<file path="src/rtl/asv_pkg.sv">
package asv_pkg;
	// Register byte offsets on the AXI4-Lite slave.
	localparam logic [7:0] ASV_CTRL_ADDR = 8'h00;
	localparam logic [7:0] ASV_STAT_ADDR = 8'h04;
	localparam logic [7:0] ASV_VEC_ADDR = 8'h08;
	// Control register fields.
	localparam int ASV_START_BIT = 0;
	localparam int ASV_EXT_EN_BIT = 4;
	localparam int ASV_CLK_EN_BIT = 5;
	localparam int ASV_DONE_IE_BIT = 6;
	localparam int ASV_CHAN_LSB = 8;
	localparam int ASV_ERR_IE_BIT = 14;
	localparam int ASV_ERR_BIT = 15;
	// Status register fields.
	localparam int ASV_DONE_BIT = 7;
	localparam int ASV_SETTLE_BIT = 1;
	localparam int ASV_BUSY_BIT = 2;
	localparam int ASV_SE_BIT = 3;
	localparam int ASV_ERRIRQ_BIT = 4;
	// Vector defaults and spacing (octal 400, four words = octal 10 bytes).
	localparam logic [8:0] ASV_VEC_DEFAULT = 9'o400;
	localparam logic [8:0] ASV_ERR_VEC_STEP = 9'o010;
	// Timing.
	localparam int ASV_CLK_MHZ = 200;
	localparam int ASV_SETTLE_US = 9;
	localparam int ASV_SETTLE_CYC = ASV_SETTLE_US * ASV_CLK_MHZ;
	localparam int ASV_CONV_STEPS = 13;
	localparam int ASV_STEP_CYC = 4;
	localparam logic [1:0] ASV_RESP_OKAY = 2'b00;
	localparam logic [1:0] ASV_RESP_SLVERR = 2'b10;
endpackage : asv_pkg

</file>
<file path="src/rtl/asv_sync.sv">
`timescale 1ns/10ps
`default_nettype none
// Three-stage synchroniser; the output changes once stages two and three agree.
module asv_sync (
	input wire logic aclk, // Clock.
	input wire logic aresetn, // Synchronous reset, active low.
	input wire logic rst_val, // Level assumed during reset.
	input wire logic din, // Asynchronous input.
	output logic dout // Filtered synchronous level.
);
	logic [2:0] stage;

	always_ff @(posedge aclk) begin
		if (!aresetn) begin
			stage <= {3{rst_val}};
		end else begin
			stage <= {stage[1:0], din};
		end
	end

	always_ff @(posedge aclk) begin
		if (!aresetn) begin
			dout <= rst_val;
		end else if (stage[1] == stage[2]) begin
			dout <= stage[2];
		end
	end
endmodule : asv_sync
`default_nettype wire

</file>
<file path="src/rtl/asv_ctrl.sv">
`timescale 1ns/10ps
`default_nettype none
// Summary of operation
// - Done vector taken from switch bank, 000-777.
// - Shipped switch setting yields vector 400.
// - Error vector equals done vector plus four words.
// - No jumper quasi-differential, jumper fitted single-ended.
// - Grounded mode pin forces single-ended mode.
// - Settling interval 9 us; hardware starts then flag error, software starts wait.
// - Channel change and conversion end retrigger settling.
// - External start acts on falling edge only.
// - Clock option overflow triggers a conversion.
// - Quasi-differential: sample signal and subtract return in the same cycles.
// - Hardware start during settling sets the error flag.
// - Error interrupt while flag and enable set.
// - Clock overflow starts only when enabled.
module asv_ctrl #(
	parameter logic [8:0] VEC_SWITCH = asv_pkg::ASV_VEC_DEFAULT, // Factory switch setting.
	parameter int SETTLE_CYC = asv_pkg::ASV_SETTLE_CYC // Settling interval in cycles.
) (
	input wire logic aclk, // Clock, 200 MHz.
	input wire logic aresetn, // Synchronous reset, active low.
	input wire logic [7:0] s_axi_awaddr, // Write address.
	input wire logic s_axi_awvalid, // Write address valid.
	output logic s_axi_awready, // Write address ready.
	input wire logic [31:0] s_axi_wdata, // Write data.
	input wire logic [3:0] s_axi_wstrb, // Write byte strobes.
	input wire logic s_axi_wvalid, // Write data valid.
	output logic s_axi_wready, // Write data ready.
	output logic [1:0] s_axi_bresp, // Write response.
	output logic s_axi_bvalid, // Write response valid.
	input wire logic s_axi_bready, // Write response ready.
	input wire logic [7:0] s_axi_araddr, // Read address.
	input wire logic s_axi_arvalid, // Read address valid.
	output logic s_axi_arready, // Read address ready.
	output logic [31:0] s_axi_rdata, // Read data.
	output logic [1:0] s_axi_rresp, // Read response.
	output logic s_axi_rvalid, // Read data valid.
	input wire logic s_axi_rready, // Read data ready.
	input wire logic [8:0] vec_switch, // Done vector switch bank.
	input wire logic mode_jumper, // High when the single-ended jumper is fitted.
	input wire logic mode_pin_n, // Connector mode pin, low selects single-ended.
	input wire logic ext_start_n, // External start, falling edge starts.
	input wire logic clk_overflow, // Clock option overflow pulse, same clock.
	input wire logic conv_end, // Converter finished its approximation steps.
	output logic single_ended, // Single-ended mode selected.
	output logic sample_hold, // Hold the signal input sample.
	output logic subtract_return, // Reference is the return input.
	output logic [3:0] chan_sel, // Multiplexer channel.
	output logic [8:0] done_vector, // Conversion-complete vector.
	output logic [8:0] err_vector, // Error vector.
	output logic done_irq, // Done interrupt request.
	output logic err_irq // Error interrupt request.
);
	import asv_pkg::*;

	typedef enum logic [2:0] {
		ASV_IDLE = 3'b001,
		ASV_WAIT = 3'b010,
		ASV_CONV = 3'b100
	} asv_state_type;

	asv_state_type state;
	logic [15:0] ctrl;
	logic done_flag;
	logic [8:0] vec_live;
	logic [31:0] settle_cnt;
	logic [7:0] conv_cnt;
	logic ext_level;
	logic ext_level_d;
	logic ext_fall;
	logic ovf_start;
	logic hw_start;
	logic settling;
	logic chan_write;
	logic sw_start;
	logic conv_done;
	logic aw_held;
	logic w_held;
	logic [7:0] aw_addr;
	logic [31:0] w_data;
	logic [3:0] w_strb;
	logic do_write;
	logic rd_ctrl;
	logic mode_pin_s;
	logic unused_conv_end;

	function automatic logic [31:0] asv_merge(input logic [31:0] old, input logic [31:0] val,
		input logic [3:0] strb);
		logic [31:0] res;
		res = old;
		for (int i = 0; i < 4; i++) begin
			if (strb[i]) begin
				res[i*8 +: 8] = val[i*8 +: 8];
			end
		end
		return res;
	endfunction : asv_merge

	assign unused_conv_end = conv_end;

	asv_sync u_ext_sync (
		.aclk(aclk),
		.aresetn(aresetn),
		.rst_val(1'b1),
		.din(ext_start_n),
		.dout(ext_level)
	);

	asv_sync u_mode_sync (
		.aclk(aclk),
		.aresetn(aresetn),
		.rst_val(1'b1),
		.din(mode_pin_n),
		.dout(mode_pin_s)
	);

	// One pulse per filtered falling edge of the external start.
	always_ff @(posedge aclk) begin
		if (!aresetn) begin
			ext_level_d <= 1'b1;
		end else begin
			ext_level_d <= ext_level;
		end
	end
	assign ext_fall = ext_level_d & ~ext_level & ctrl[ASV_EXT_EN_BIT];
	assign ovf_start = clk_overflow & ctrl[ASV_CLK_EN_BIT];
	assign hw_start = ext_fall | ovf_start;
	assign settling = (settle_cnt != 32'h0000_0000);

	// AXI4-Lite write path: address and data taken in either order.
	assign do_write = aw_held & w_held & ~s_axi_bvalid;
	always_ff @(posedge aclk) begin
		if (!aresetn) begin
			aw_held <= 1'b0;
			w_held <= 1'b0;
			aw_addr <= 8'h00;
			w_data <= 32'h0000_0000;
			w_strb <= 4'h0;
			s_axi_bvalid <= 1'b0;
			s_axi_bresp <= ASV_RESP_OKAY;
		end else begin
			if (s_axi_awvalid & s_axi_awready) begin
				aw_held <= 1'b1;
				aw_addr <= s_axi_awaddr;
			end
			if (s_axi_wvalid & s_axi_wready) begin
				w_held <= 1'b1;
				w_data <= s_axi_wdata;
				w_strb <= s_axi_wstrb;
			end
			if (do_write) begin
				aw_held <= 1'b0;
				w_held <= 1'b0;
				s_axi_bvalid <= 1'b1;
				s_axi_bresp <= (aw_addr[7:2] == ASV_CTRL_ADDR[7:2]) ? ASV_RESP_OKAY : ASV_RESP_SLVERR;
			end else if (s_axi_bvalid & s_axi_bready) begin
				s_axi_bvalid <= 1'b0;
			end
		end
	end
	assign s_axi_awready = ~aw_held & ~s_axi_bvalid & aresetn;
	assign s_axi_wready = ~w_held & ~s_axi_bvalid & aresetn;

	logic [31:0] ctrl_wr;
	assign ctrl_wr = asv_merge({16'h0000, ctrl}, w_data, w_strb);
	assign rd_ctrl = do_write & (aw_addr[7:2] == ASV_CTRL_ADDR[7:2]);
	assign chan_write = rd_ctrl & w_strb[1];
	assign sw_start = rd_ctrl & ctrl_wr[ASV_START_BIT];

	// Control register; hardware error set wins over a software clear.
	always_ff @(posedge aclk) begin
		if (!aresetn) begin
			ctrl <= 16'h0000;
		end else begin
			if (rd_ctrl) begin
				ctrl <= ctrl_wr[15:0] & 16'hCF71;
			end
			if (conv_done) begin
				ctrl[ASV_START_BIT] <= 1'b0;
			end
			if (hw_start & settling) begin
				ctrl[ASV_ERR_BIT] <= 1'b1;
			end
		end
	end

	// Conversion sequencer with settling interval.
	assign conv_done = (state == ASV_CONV) && (conv_cnt == 8'(ASV_CONV_STEPS * ASV_STEP_CYC - 1));
	always_ff @(posedge aclk) begin
		if (!aresetn) begin
			state <= ASV_IDLE;
			conv_cnt <= 8'h00;
		end else begin
			case (state)
				ASV_IDLE: begin
					if (hw_start) begin
						state <= ASV_CONV; // Hardware starts do not wait for settling.
					end else if (sw_start) begin
						state <= ASV_WAIT;
					end
					conv_cnt <= 8'h00;
				end
				ASV_WAIT: begin
					if (hw_start || !settling) begin
						state <= ASV_CONV;
					end
				end
				ASV_CONV: begin
					conv_cnt <= conv_cnt + 8'h01;
					if (conv_done) begin
						state <= ASV_IDLE;
						conv_cnt <= 8'h00;
					end
				end
				default: begin
					state <= ASV_IDLE;
				end
			endcase
		end
	end

	always_ff @(posedge aclk) begin
		if (!aresetn) begin
			settle_cnt <= 32'h0000_0000;
		end else if (chan_write || conv_done) begin
			settle_cnt <= 32'(SETTLE_CYC);
		end else if (settling) begin
			settle_cnt <= settle_cnt - 32'h0000_0001;
		end
	end

	always_ff @(posedge aclk) begin
		if (!aresetn) begin
			done_flag <= 1'b0;
		end else if (conv_done) begin
			done_flag <= 1'b1;
		end else if (s_axi_arvalid & s_axi_arready & (s_axi_araddr[7:2] == ASV_STAT_ADDR[7:2])) begin
			done_flag <= 1'b0;
		end
	end

	// Vector switches are sampled each cycle; factory default applies in reset.
	always_ff @(posedge aclk) begin
		if (!aresetn) begin
			vec_live <= ASV_VEC_DEFAULT;
		end else begin
			vec_live <= vec_switch;
		end
	end

	// Registered outputs.
	always_ff @(posedge aclk) begin
		if (!aresetn) begin
			single_ended <= 1'b0;
			sample_hold <= 1'b0;
			subtract_return <= 1'b0;
			chan_sel <= 4'h0;
			done_vector <= ASV_VEC_DEFAULT;
			err_vector <= ASV_VEC_DEFAULT + ASV_ERR_VEC_STEP;
			done_irq <= 1'b0;
			err_irq <= 1'b0;
		end else begin
			single_ended <= mode_jumper | ~mode_pin_s;
			sample_hold <= (state == ASV_CONV);
			subtract_return <= (state == ASV_CONV) & ~(mode_jumper | ~mode_pin_s);
			chan_sel <= ctrl[ASV_CHAN_LSB +: 4];
			done_vector <= vec_live;
			err_vector <= vec_live + ASV_ERR_VEC_STEP;
			done_irq <= done_flag & ctrl[ASV_DONE_IE_BIT];
			err_irq <= ctrl[ASV_ERR_BIT] & ctrl[ASV_ERR_IE_BIT];
		end
	end

	// AXI4-Lite read path, one cycle after the address is taken.
	always_ff @(posedge aclk) begin
		if (!aresetn) begin
			s_axi_rvalid <= 1'b0;
			s_axi_rdata <= 32'h0000_0000;
			s_axi_rresp <= ASV_RESP_OKAY;
		end else if (s_axi_arvalid & s_axi_arready) begin
			s_axi_rvalid <= 1'b1;
			s_axi_rresp <= ASV_RESP_OKAY;
			case (s_axi_araddr[7:2])
				ASV_CTRL_ADDR[7:2]: s_axi_rdata <= {16'h0000, ctrl};
				ASV_STAT_ADDR[7:2]: s_axi_rdata <= {24'h00_0000, done_flag, 2'b00, err_irq, single_ended,
					(state == ASV_CONV), settling, 1'b0};
				ASV_VEC_ADDR[7:2]: s_axi_rdata <= {7'h00, err_vector, 7'h00, done_vector};
				default: begin
					s_axi_rdata <= 32'h0000_0000;
					s_axi_rresp <= ASV_RESP_SLVERR;
				end
			endcase
		end else if (s_axi_rready) begin
			s_axi_rvalid <= 1'b0;
		end
	end
	assign s_axi_arready = ~s_axi_rvalid & aresetn;

	a_settle_load: assert property (@(posedge aclk) disable iff (!aresetn)
		(chan_write || conv_done) |=> (settle_cnt == 32'(SETTLE_CYC))) else $error("settle not loaded");
	a_settle_err: assert property (@(posedge aclk) disable iff (!aresetn)
		(hw_start && settling) |=> ctrl[ASV_ERR_BIT]) else $error("error flag missed");
	a_err_irq_out: assert property (@(posedge aclk) disable iff (!aresetn)
		(ctrl[ASV_ERR_BIT] && ctrl[ASV_ERR_IE_BIT]) |=> err_irq) else $error("error irq missing");
	a_err_vec_off: assert property (@(posedge aclk) disable iff (!aresetn)
		##1 (err_vector == done_vector + ASV_ERR_VEC_STEP)) else $error("error vector offset");
	a_ovf_gate: assert property (@(posedge aclk) disable iff (!aresetn)
		(clk_overflow && !ctrl[ASV_CLK_EN_BIT] && !ext_fall && !sw_start && (state == ASV_IDLE))
		|=> (state == ASV_IDLE)) else $error("ungated overflow");
	a_ext_single: assert property (@(posedge aclk) disable iff (!aresetn)
		ext_fall |=> !ext_fall) else $error("double start pulse");
	a_mode_se: assert property (@(posedge aclk) disable iff (!aresetn)
		$rose(mode_jumper) |=> single_ended) else $error("jumper ignored");
	a_vec_follow: assert property (@(posedge aclk) disable iff (!aresetn)
		$changed(vec_switch) |=> ##1 (done_vector == $past(vec_switch, 2))) else $error("vector stale");
endmodule : asv_ctrl
`default_nettype wire

</file>
<file path="config.mk">
export PLATFORM = sky130hd
export DESIGN_NAME = asv_ctrl
export DESIGN_NICKNAME = d
export VERILOG_FILES = /design/src/rtl/asv_pkg.sv /design/src/rtl/asv_sync.sv /design/src/rtl/asv_ctrl.sv
export SDC_FILE = /design/constraint.sdc
export NUM_CORES = 1
export LEC_CHECK = 0
export BUFFER_PORTS_ARGS = -buffer_cell sky130_fd_sc_hd__buf_2
export CAP_MARGIN = 20
export CORE_MARGIN = 2
export CORE_UTILIZATION = 55
export DETAILED_ROUTE_END_ITERATION = 10
export PLACE_DENSITY = 0.82
export SLEW_MARGIN = 20
export SYNTH_ARGS = -nofsm -noshare
export SYNTH_HDL_FRONTEND = slang
export SYNTH_SLANG_ARGS = --single-unit
</file>
<file path="constraint.sdc">
create_clock -name aclk -period 3.07 [get_ports aclk]
set_clock_uncertainty 0.1 [all_clocks]
set_input_delay 0.614 -clock aclk [delete_from_list [all_inputs] [get_ports aclk]]
set_output_delay 0.614 -clock aclk [all_outputs]
set_load 0.005 [all_outputs]
</file>
==> flow_summary.yaml, run 1 <==
run_status:
  status: "completed"
setup_path:
  worstReg2RegStart: "settle_cnt[8]"
  worst-endpoint-required_ns: 3.43
  worst_r2r_path_depth: 5
  cp-end-kind: "register"
  critPathSlowestCell: "sky130_fd_sc_hd__or3_1"
  worst-path-stages: 5
  timing.critical_path.buf_inv: 0
  setup.worst_path.start_class: "register"
  gate_family_responsible_for_the_most_delay_along_the_worst_path: "simple AND/OR/NAND/NOR gates"
  worst-setup-path-type: "reg2reg"
  rrSetupSlack_ns: 0.66
  cpPeakStageDelay_ns: 0.61
  worstPathArrival_ns: 2.76
  startpoint: "settle_cnt[8]"
  cp_max_fo: 7
  worstReg2RegEnd: "state[2]"
  setup.worst_path.end: "state[2]"
  cell_by_cell_listing_of_the_critical_path: "nor4_2 -> nand4_1 -> or3_1 -> a311o_1 -> a21oi_1"
cells_and_area:
  finish.net_count: 788
  fin_area_mm2: 0.00694
  layout-drive-gt1-share_pct: 23.0
  synthToLayoutAreaGrowth_pct: 21.8
  utilization_pct: 68.1
  antenna_cells: 0
  fillerInstances: 794
job:
  maxCapViolations: 0
logic_synthesis:
  post_synth_mux_area_share_pct: 3.27
  ys_top_cells_by_area: "sky130_fd_sc_hd__dfxtp_1, sky130_fd_sc_hd__a21oi_1, sky130_fd_sc_hd__nor2_1"
  ys_warn_count: 0
  yosys.area_share.xor_xnor_pct: 3.54
  synth_seq_area_share_pct: 50.3
  synth-seq-cells: 143
  post_synth_and_or_nand_nor_area_fraction_pct: 24.2
  synth.distinct_cells: 59
  dominant_combinational_cell_family_by_area_after_synthesis: "simple AND/OR/NAND/NOR gates"
  post_synthesis_adder_cell_area_fraction_pct: 0.659
  synth_enable_flop_cells: 0
  async_sr_flop_fraction_pct: 0
  post_synth.cell_area_avg_um2: 9.32
  synth_top_area_share_pct: 50.3
  post-synth-top-area-cell: "sky130_fd_sc_hd__dfxtp_1"
  post_synth_instance_area_mm2: 0.00570
  dominantRegCellSynth: "sky130_fd_sc_hd__dfxtp_1"
  post_synthesis_compound_gate_area_fraction_pct: 13.6
  post_synth_inst_count: 611
drt:
  route.detailed.drc: 0
  final_antenna_net_count: 0
  first_iter_violations: 299
  drt_pass1_iterations: 5
  detail_route.wirelength_mm: 13.5
  vias: 4863
  routed_wire_length_per_instance_um: 15.7
  via_per_inst: 5.65
global_route:
  largest_net_degree_at_the_start_of_global_routing: 50
  overall_track_demand_over_capacity_in_global_routing_pct: 24.6
  grt_antenna_before_repair: 0
  gr-usage-met1_pct: 28.3
  vias_in_the_first_global_route: 4643
  grt_use_met3_pct: 7.92
  grt-ovfl-total: 0
  grt_pass1_wl_mm: 22.0
  grt.busiest_layer: "met2"
  globalRouteMet2Util_pct: 42.8
place:
  post-dp-hpwl_mm: 9.29
  gpl.final_weighted_congestion: 0.861
  detailed_place.area_mm2: 0.00628
  port-buffer-count: 100
  place_ws_ns: 0.602
sta:
  timing_hold_violations_final: 0
  transition_time_at_the_pin_with_the_least_slew_margin_ns: 0.852
  final.setup.tns_ns: 0
  post-route-period-util_pct: 78.4
  setup_viol_count_final: 0
  post-route-min-period_ns: 2.41
  achievable-frequency_ghz: 0.415
  hold_ws_ns: 0.163
  worst_max_slew_margin_expressed_relative_to_the_limit_pct: 43.0
  timing.final.max_slew_violations: 0
  layout_setup_ws_ns: 0.662
  grt_setup_unrepaired: "false"
clock_network:
  cts-root-to-sink-buffers: 2
  cts_max_level: 4
  ctsHoldBuffers: 0
  cell_at_the_root_of_the_clock_tree: "sky130_fd_sc_hd__clkbuf_8"
  setup_bufs_post_cts: 0
  tritoncts: "yes"
  cts_repair_resize_count: 0
  cts_sinks: 143
  clk-insertion-delay-late_ns: 0.53
  cts_clock_pin_slew_for_the_worst_setup_and_hold_paths_ns: 0.06
  tritoncts.num_buffers: 17
hold_path:
  hold_path.startpoint: "mode_pin_n"
  timing.hold.worst.class: "in2reg"
floorplanning:
  floorplan.io_pins: 141
  chipWidth_um: 106
  fp.dieArea_mm2: 0.0112
  floorplan.core_area_mm2: 0.0102
  floorplan.rows: 37
  initial_utilization_pct: 55.9
  fp.dieH_um: 106
power:
  peakVddDrop_mv: 0.567
  power.leakage_uw: 0.00290
  p_per_area_mw_per_mm2: 985
-- kinds of logic (layout without fill, tap and decap cells) --
logic type	after synthesis	in the layout
AND/OR/NAND/NOR	253	253
multiplexers	18	18
adder cells (fa/ha/maj)	3	3
XOR/XNOR	23	23
buffers and inverters	50	154
other	1	11
AO/OA/AOI/OAI	120	120
flip-flops	143	143
-- per-stage QoR --
step / std cells / power, uW
after floorplan: 621 / 4000
after global placement: 829 / 4420
after detailed placement: 829 / 4530
after CTS: 861 / 6820
after global routing: 861 / 7200
final: 861 / 6840
-- final cells by class --
type	count	area [um2]	share of cell area, %
clock buffers	21	459	6.62
clock inverters	11	199	2.87
inverters	10	37.5	0.541
multi-input cells	428	2620	37.8
flip-flops and latches	143	2860	41.3
well taps	136	170	2.45
repair buffers	112	591	8.51
-- worst min-delay path by stage --
stage	end	slack, ns	depth (start not counted)
after floorplan	u_ext_sync.stage[1]	0.29	1
after global placement	u_ext_sync.stage[1]	0.29	1
after detailed placement	u_mode_sync.stage[1]	0.30	1
after CTS	u_mode_sync.stage[0]	0.14	2
after global routing	s_axi_rvalid	0.15	2
final	u_mode_sync.stage[0]	0.16	2
-- power breakdown --
group          total, uW  switching, uW  internal [uW]
clock network       2270            787           1480
logic               2240           1390            846
registers           2330            251           2080
total               6840           2430           4400
-- registers in the layout, indices dropped and copies added (netlist names), 2 cells and up --
name and flops:
u_ext_sync.stage 3, settle_cnt 32, done_vector 9, err_vector 6, conv_cnt 8, aw_addr 6
s_axi_rdata 23, ctrl 10, w_strb 2, chan_sel 4, w_data 10, u_mode_sync.stage 3
vec_live 9, state 3
-- layout by cell type (no fill, tap or decap), drive strengths merged, types with 16 or more instances in the layout --
cell    synthesis  layout
nand2          57      57
o21ai          17      17
and2           25      25
nand2b         16      16
dfxtp         143     143
a21oi          52      52
nor2           60      60
clkbuf         20      21
buf            20     112
nand3          18      18
-- cells in the mapped netlist, drive strengths merged, types with 2 or more instances --
cell type / n
a211oi: 3
a21oi: 52
a221oi: 3
a22o: 11
a311o: 2
a31oi: 3
and2: 25
and3: 6
and4: 2
buf: 20
clkbuf: 20
dfxtp: 143
ha: 3
inv: 10
mux2: 5
mux2i: 13
nand2: 57
nand2b: 16
nand3: 18
nand3b: 2
nand4: 4
nor2: 60
nor2b: 5
nor3: 13
nor3b: 2
nor4: 12
nor4b: 2
o211ai: 7
o21a: 3
o21ai: 17
o31a: 2
o31ai: 12
or2: 2
or3: 8
or4: 15
xnor2: 11
xor2: 12
-- metal layers --
metal	up-vias	wire length, um
met2	159	7050
met1	2328	5450
li1	2341	-
met4	0	282
met5	-	0
met3	35	740
No activity file was read; power rests on OpenSTA's default activity.
==> run 2: changes to the inputs <==
--- a/config.mk
+++ b/config.mk
@@ -8,9 +8,9 @@
 export BUFFER_PORTS_ARGS = -buffer_cell sky130_fd_sc_hd__buf_2
 export CAP_MARGIN = 20
 export CORE_MARGIN = 2
-export CORE_UTILIZATION = 55
+export CORE_UTILIZATION = 48
 export DETAILED_ROUTE_END_ITERATION = 10
-export PLACE_DENSITY = 0.82
+export PLACE_DENSITY = 0.76
 export SLEW_MARGIN = 20
 export SYNTH_ARGS = -nofsm -noshare
 export SYNTH_HDL_FRONTEND = slang
==> constraint.sdc (replaced) <==
create_clock -name aclk -period 2.14 [get_ports aclk]
set_clock_uncertainty 0.1 [all_clocks]
set_input_delay 0.428 -clock aclk [delete_from_list [all_inputs] [get_ports aclk]]
set_output_delay 0.428 -clock aclk [all_outputs]
set_load 0.005 [all_outputs]
==> flow_summary.yaml, run 2 (synthesis gave the netlist of run 1 again) <==
cells_and_area:
  layout.cells.most_common: "sky130_fd_sc_hd__dfxtp_1"
  antenna_cells: 0
  utilization_pct: 63.3
  largest_register: "settle_cnt"
  synthToLayoutAreaGrowth_pct: 27.9
  fillerInstances: 929
  top_library_cells_by_usage_in_the_layout_fill_and_taps_aside: "sky130_fd_sc_hd__dfxtp_1, sky130_fd_sc_hd__buf_2, sky130_fd_sc_hd__nor2_1"
  finish.net_count: 824
  top_regs: "settle_cnt (32), s_axi_rdata (23)"
  layout-drive-gt1-share_pct: 28.8
  largest_reg_flops: 32
sta:
  timing.final.max_slew_violations: 0
  grt_setup_unrepaired: "true"
  final.setup.tns_ns: 0
  post-route-period-util_pct: 98.1
  post-route-min-period_ns: 2.10
  worst_max_slew_margin_expressed_relative_to_the_limit_pct: 44.8
  timing_hold_violations_final: 0
  setup_viol_count_final: 0
  transition_time_at_the_pin_with_the_least_slew_margin_ns: 0.825
  achievable-frequency_ghz: 0.476
power:
  p_per_area_mw_per_mm2: 1480
  power.leakage_uw: 0.00308
  peakVddDrop_mv: 0.957
  fin_total_pwr_uw: 10800
clock_network:
  cell_at_the_root_of_the_clock_tree: "sky130_fd_sc_hd__clkbuf_16"
  cts_sinks: 143
  cts_clock_pin_slew_for_the_worst_setup_and_hold_paths_ns: 0.06
  clk-insertion-delay-late_ns: 0.44
  cts_max_level: 4
  cts-root-to-sink-buffers: 2
  tritoncts.num_buffers: 17
  ctsHoldBuffers: 0
  tritoncts: "yes"
drt:
  drt_pass1_iterations: 8
  route.detailed.drc: 10
  vias: 4975
  routed_wire_length_per_instance_um: 15.4
  final_antenna_net_count: 0
  detail_route.wirelength_mm: 14.0
  first_iter_violations: 264
  via_per_inst: 5.50
setup_path:
  gate_family_responsible_for_the_most_delay_along_the_worst_path: "compound AO/OA/AOI/OAI gates"
  critPathSlowestCell: "sky130_fd_sc_hd__o31a_1"
  cell_by_cell_listing_of_the_critical_path: "nor4_4 -> buf_4 -> nand4_1 -> buf_4 -> o31a_1 -> a31oi_1 -> o21a_1"
  cpPeakStageDelay_ns: 0.38
  worst-setup-path-type: "reg2reg"
  timing.critical_path.buf_inv: 2
  setup.worst_path.start_class: "register"
  worstPathArrival_ns: 2.38
  cp_max_fo: 10
  cp-end-kind: "register"
  worst-endpoint-required_ns: 2.42
  critPathMostFrequentCell: "sky130_fd_sc_hd__buf_4"
place:
  port-buffer-count: 100
  gpl.final_weighted_congestion: 0.913
  post-dp-hpwl_mm: 9.64
global_route:
  grt-ovfl-total: 0
  grt_pass1_wl_mm: 22.5
  overall_track_demand_over_capacity_in_global_routing_pct: 22.0
  vias_in_the_first_global_route: 4794
  largest_net_degree_at_the_start_of_global_routing: 39
  grt_antenna_before_repair: 0
hold_path:
  timing.hold.worst.class: "in2reg"
floorplanning:
  fp.dieArea_mm2: 0.0128
  initial_utilization_pct: 49.5
  floorplan.core_area_mm2: 0.0115
  chipWidth_um: 113
  fp.dieH_um: 113
  floorplan.rows: 39
  floorplan.io_pins: 141
job:
  maxCapViolations: 0
run_status:
  failed_checks: "DRC"
  status: "finished, violations left"
## run 2: cell types whose count changed in the layout (fill, tap and decap cells not counted), sizes merged
cell / change
clkinvlp: +3
buf: +36
inv: +2
clkbuf: -4
bufinv: -1
## run 2: what timing repair did
action | 4_1_cts | 5_1_grt
pin swaps | 1 | 4
gates cloned | 0 | 0
gates resized for setup | 1 | 22
setup buffers | 1 | 1
setup endpoints to repair | 3 | 18
## run 2: final timing paths
path / startpoint / endpoint / slack (ns) / cells past startpoint
worst max-delay path: settle_cnt[24] / settle_cnt[21] / 0.04 / 7
worst min-delay path: s_axi_rready / s_axi_rvalid / 0.07 / 2
worst max register to register: settle_cnt[24] / settle_cnt[21] / 0.04 / 7
worst min register to register: u_mode_sync.stage[0] / u_mode_sync.stage[1] / 0.32 / 1
## run 2: routing by layer
layer  GRT usage, %  wire length, um  part of all wire [%]
met1           26.8             6090                    44
met2           36.6             6660                    48
met3           6.16              850                   6.1
met4           9.51              353                   2.5
met5              0                0                     0
## run 2: cell type report
cell class | instances | area [um2] | area share (%)
inverter | 10 | 37.5 | 0.515
clock inverter | 15 | 205 | 2.82
timing repair buffer | 148 | 881 | 12.1
multi-input combinational | 428 | 2690 | 36.9
clock buffer | 17 | 425 | 5.84
tap | 143 | 179 | 2.46
sequential | 143 | 2870 | 39.4
## run 2: worst reg2reg max path, cell delays in order, from the launching register on
cell and delay, ns:
sky130_fd_sc_hd__dfxtp_2 0.33, sky130_fd_sc_hd__nor4_4 0.31, sky130_fd_sc_hd__buf_4 0.17, sky130_fd_sc_hd__nand4_1 0.17
sky130_fd_sc_hd__buf_4 0.24, sky130_fd_sc_hd__o31a_1 0.38, sky130_fd_sc_hd__a31oi_1 0.20, sky130_fd_sc_hd__o21a_1 0.15
## run 2: where the power goes
group	leakage, uW	switching, uW	internal [uW]
clock network	0.000301	1190	1960
logic	0.00161	2310	1950
registers	0.00117	339	3000
## run 2: stage by stage
step | hold slack [ns] | setup slack [ns] | std cells | area (um2)
floorplan | 0.286 | 0.0795 | 621 | 5730
global placement | 0.295 | 0.0354 | 870 | 6560
detailed placement | 0.310 | -0.00301 | 870 | 6560
CTS | 0.0644 | 0.00816 | 903 | 7200
global route | 0.0670 | -0.0346 | 904 | 7290
finish | 0.0704 | 0.0410 | 904 | 7290
==> run 3: changes to the inputs <==
--- a/config.mk
+++ b/config.mk
@@ -14,4 +14,5 @@
 export SLEW_MARGIN = 20
 export SYNTH_ARGS = -nofsm -noshare
 export SYNTH_HDL_FRONTEND = slang
+export SYNTH_HIERARCHICAL = 1
 export SYNTH_SLANG_ARGS = --single-unit
==> flow_summary.yaml, run 3 <==
clock_network:
  ctsHoldBuffers: 0
  cts_sinks: 143
  cts_clock_pin_slew_for_the_worst_setup_and_hold_paths_ns: 0.06
  tritoncts: "yes"
  tritoncts.num_buffers: 17
  cts-root-to-sink-buffers: 2
  cell_at_the_root_of_the_clock_tree: "sky130_fd_sc_hd__clkbuf_16"
  clk-insertion-delay-late_ns: 0.41
  cts_max_level: 4
global_route:
  overall_track_demand_over_capacity_in_global_routing_pct: 23.0
  grt_antenna_before_repair: 0
  grt_pass1_wl_mm: 23.7
  largest_net_degree_at_the_start_of_global_routing: 36
  grt-ovfl-total: 0
  vias_in_the_first_global_route: 5050
drt:
  routed_wire_length_per_instance_um: 16.1
  final_antenna_net_count: 0
  detail_route.wirelength_mm: 14.9
  first_iter_violations: 238
  route.detailed.drc: 0
  vias: 5056
  drt_pass1_iterations: 5
  via_per_inst: 5.45
setup_path:
  timing.critical_path.buf_inv: 3
  worst-setup-path-type: "reg2reg"
  cpPeakStageDelay_ns: 0.41
  cell_by_cell_listing_of_the_critical_path: "inv_1 -> ha_1 -> nor4b_2 -> nand2_1 -> buf_4 -> o41ai_4 -> buf_4 -> o31ai_1 -> a21oi_1"
  gate_family_responsible_for_the_most_delay_along_the_worst_path: "compound AO/OA/AOI/OAI gates"
  cp_max_fo: 15
  critPathMostFrequentCell: "sky130_fd_sc_hd__buf_4"
  worstPathArrival_ns: 2.61
  rrSetupSlack_ns: -0.24
  cp-end-kind: "register"
  setup.worst_path.start_class: "register"
  worstReg2RegStart: "settle_cnt[0]"
  critPathSlowestCell: "sky130_fd_sc_hd__nor4b_2"
  worst-endpoint-required_ns: 2.37
  startpoint: "settle_cnt[0]"
logic_synthesis:
  post_synth_inst_count: 631
  synth.distinct_cells: 60
  dominantRegCellSynth: "sky130_fd_sc_hd__dfxtp_1"
  dominant_combinational_cell_family_by_area_after_synthesis: "simple AND/OR/NAND/NOR gates"
  post_synthesis_adder_cell_area_fraction_pct: 0.652
  synth_seq_area_share_pct: 50.1
  post_synth.cell_area_avg_um2: 9.12
  post_synth_mux_area_share_pct: 4.02
  synth_top_area_share_pct: 49.0
  synth_enable_flop_cells: 2
  post_synth_instance_area_mm2: 0.00576
  post_synth_most_frequent_cells: "sky130_fd_sc_hd__dfxtp_1, sky130_fd_sc_hd__nand2_1, sky130_fd_sc_hd__nor2_1"
  post_synthesis_compound_gate_area_fraction_pct: 13.1
  async_sr_flop_fraction_pct: 0
  ys_top_cells_by_area: "sky130_fd_sc_hd__dfxtp_1, sky130_fd_sc_hd__nand2_1, sky130_fd_sc_hd__a21oi_1"
  synthMostInstantiatedCell: "sky130_fd_sc_hd__dfxtp_1"
  post-synth-top-area-cell: "sky130_fd_sc_hd__dfxtp_1"
  post_synth_and_or_nand_nor_area_fraction_pct: 24.9
  ys_warn_count: 6
  synth-seq-cells: 143
  yosys.area_share.xor_xnor_pct: 2.13
hold_path:
  hold_path.startpoint: "s_axi_rready"
  timing.hold.worst.class: "in2reg"
floorplanning:
  fp.dieH_um: 114
  floorplan.rows: 39
  floorplan.io_pins: 141
  fp.dieArea_mm2: 0.0129
  chipWidth_um: 114
  floorplan.core_area_mm2: 0.0116
  initial_utilization_pct: 49.8
cells_and_area:
  finish.net_count: 848
  fillerInstances: 924
  synthToLayoutAreaGrowth_pct: 29.3
  largest_register: "settle_cnt"
  layout-drive-gt1-share_pct: 30.2
  antenna_cells: 0
  largest_reg_flops: 32
  layout.cells.most_common: "sky130_fd_sc_hd__dfxtp_1"
  multiInputGateArea_mm2: 0.00280
  top_regs: "settle_cnt (32), s_axi_rdata (23)"
  top_library_cells_by_usage_in_the_layout_fill_and_taps_aside: "sky130_fd_sc_hd__dfxtp_1, sky130_fd_sc_hd__buf_2, sky130_fd_sc_hd__nand2_1"
  register_area_mm2: 0.00289
sta:
  setup_viol_count_final: 26
  post-route-min-period_ns: 2.38
  timing.final.max_slew_violations: 0
  post-route-period-util_pct: 111
  layout_setup_ws_ns: -0.238
  transition_time_at_the_pin_with_the_least_slew_margin_ns: 1.05
  grt_setup_unrepaired: "true"
  timing_hold_violations_final: 0
  worst_max_slew_margin_expressed_relative_to_the_limit_pct: 29.6
  hold_ws_ns: 0.0927
  achievable-frequency_ghz: 0.421
power:
  p_per_area_mw_per_mm2: 1350
  power.leakage_uw: 0.00321
  peakVddDrop_mv: 0.700
place:
  gpl.final_weighted_congestion: 0.851
  port-buffer-count: 100
  place_ws_ns: -0.234
  post-dp-hpwl_mm: 9.94
run_status:
  failed_checks: "setup timing"
  status: "finished, violations left"
job:
  maxCapViolations: 0
-- run 3: power breakdown --
| part | internal (uW) | leakage, uW | switching, uW | total, uW |
|---|---|---|---|---|
| Clock | 1770 | 0.000284 | 1170 | 2940 |
| Combinational | 1790 | 0.00176 | 2140 | 3930 |
| Sequential | 2960 | 0.00117 | 231 | 3190 |
| Total | 6520 | 0.00321 | 3540 | 10100 |
-- run 3: area by class of cell --
class                   instances  area share, %
clock inverters                13           2.12
well taps                     143           2.40
repair buffers                155           12.7
clock buffers                  19           5.95
flip-flops and latches        143           38.8
inverters                      10          0.504
multi-input cells             445           37.6
-- run 3: final timing paths --
check / depth (start not counted) / endpoint
setup / recovery: 9 / settle_cnt[27]
hold / removal: 2 / s_axi_rvalid
setup reg to reg: 9 / settle_cnt[27]
hold reg to reg: 1 / done_vector[1]
-- run 3: per-stage QoR --
step | power, uW | instances | utilization, % | setup TNS [ns] | instance area [um2]
floorplan | 5320 | 642 | - | -2.65 | 5800
global placement | 6180 | 889 | 57.1 | -1.99 | 6600
detailed placement | 6360 | 889 | 57.1 | -2.77 | 6600
CTS | 9630 | 924 | 63.1 | -2.44 | 7290
global route | 10600 | 928 | 64.3 | -6.39 | 7440
finish | 10100 | 928 | 64.3 | -3.52 | 7440
-- run 3: cell families (layout without fill, tap and decap cells) --
group,count (synthesis),after routing
compound gates,114,114
buf+inv,54,197
xor+xnor,14,14
fa+ha+maj,3,3
flops,143,143
other cells,2,13
simple gates,278,278
mux,23,23
-- run 3: metal layers --
| metal | vias up | part of all wire (%) | GRT usage (%) |
|---|---|---|---|
| met5 | - | 0 | 0 |
| met4 | 0 | 2.3 | 9.43 |
| met3 | 30 | 4.9 | 5.37 |
| met2 | 145 | 52 | 41.5 |
| met1 | 2414 | 41 | 26.2 |
| li1 | 2467 | - | - |
-- run 3: what timing repair did --
item / CTS / global route
setup endpoints to repair: 27 / 35
gates resized for setup: 16 / 30
cloned: 1 / 0
buffers inserted: 2 / 4
pin swaps: 10 / 18
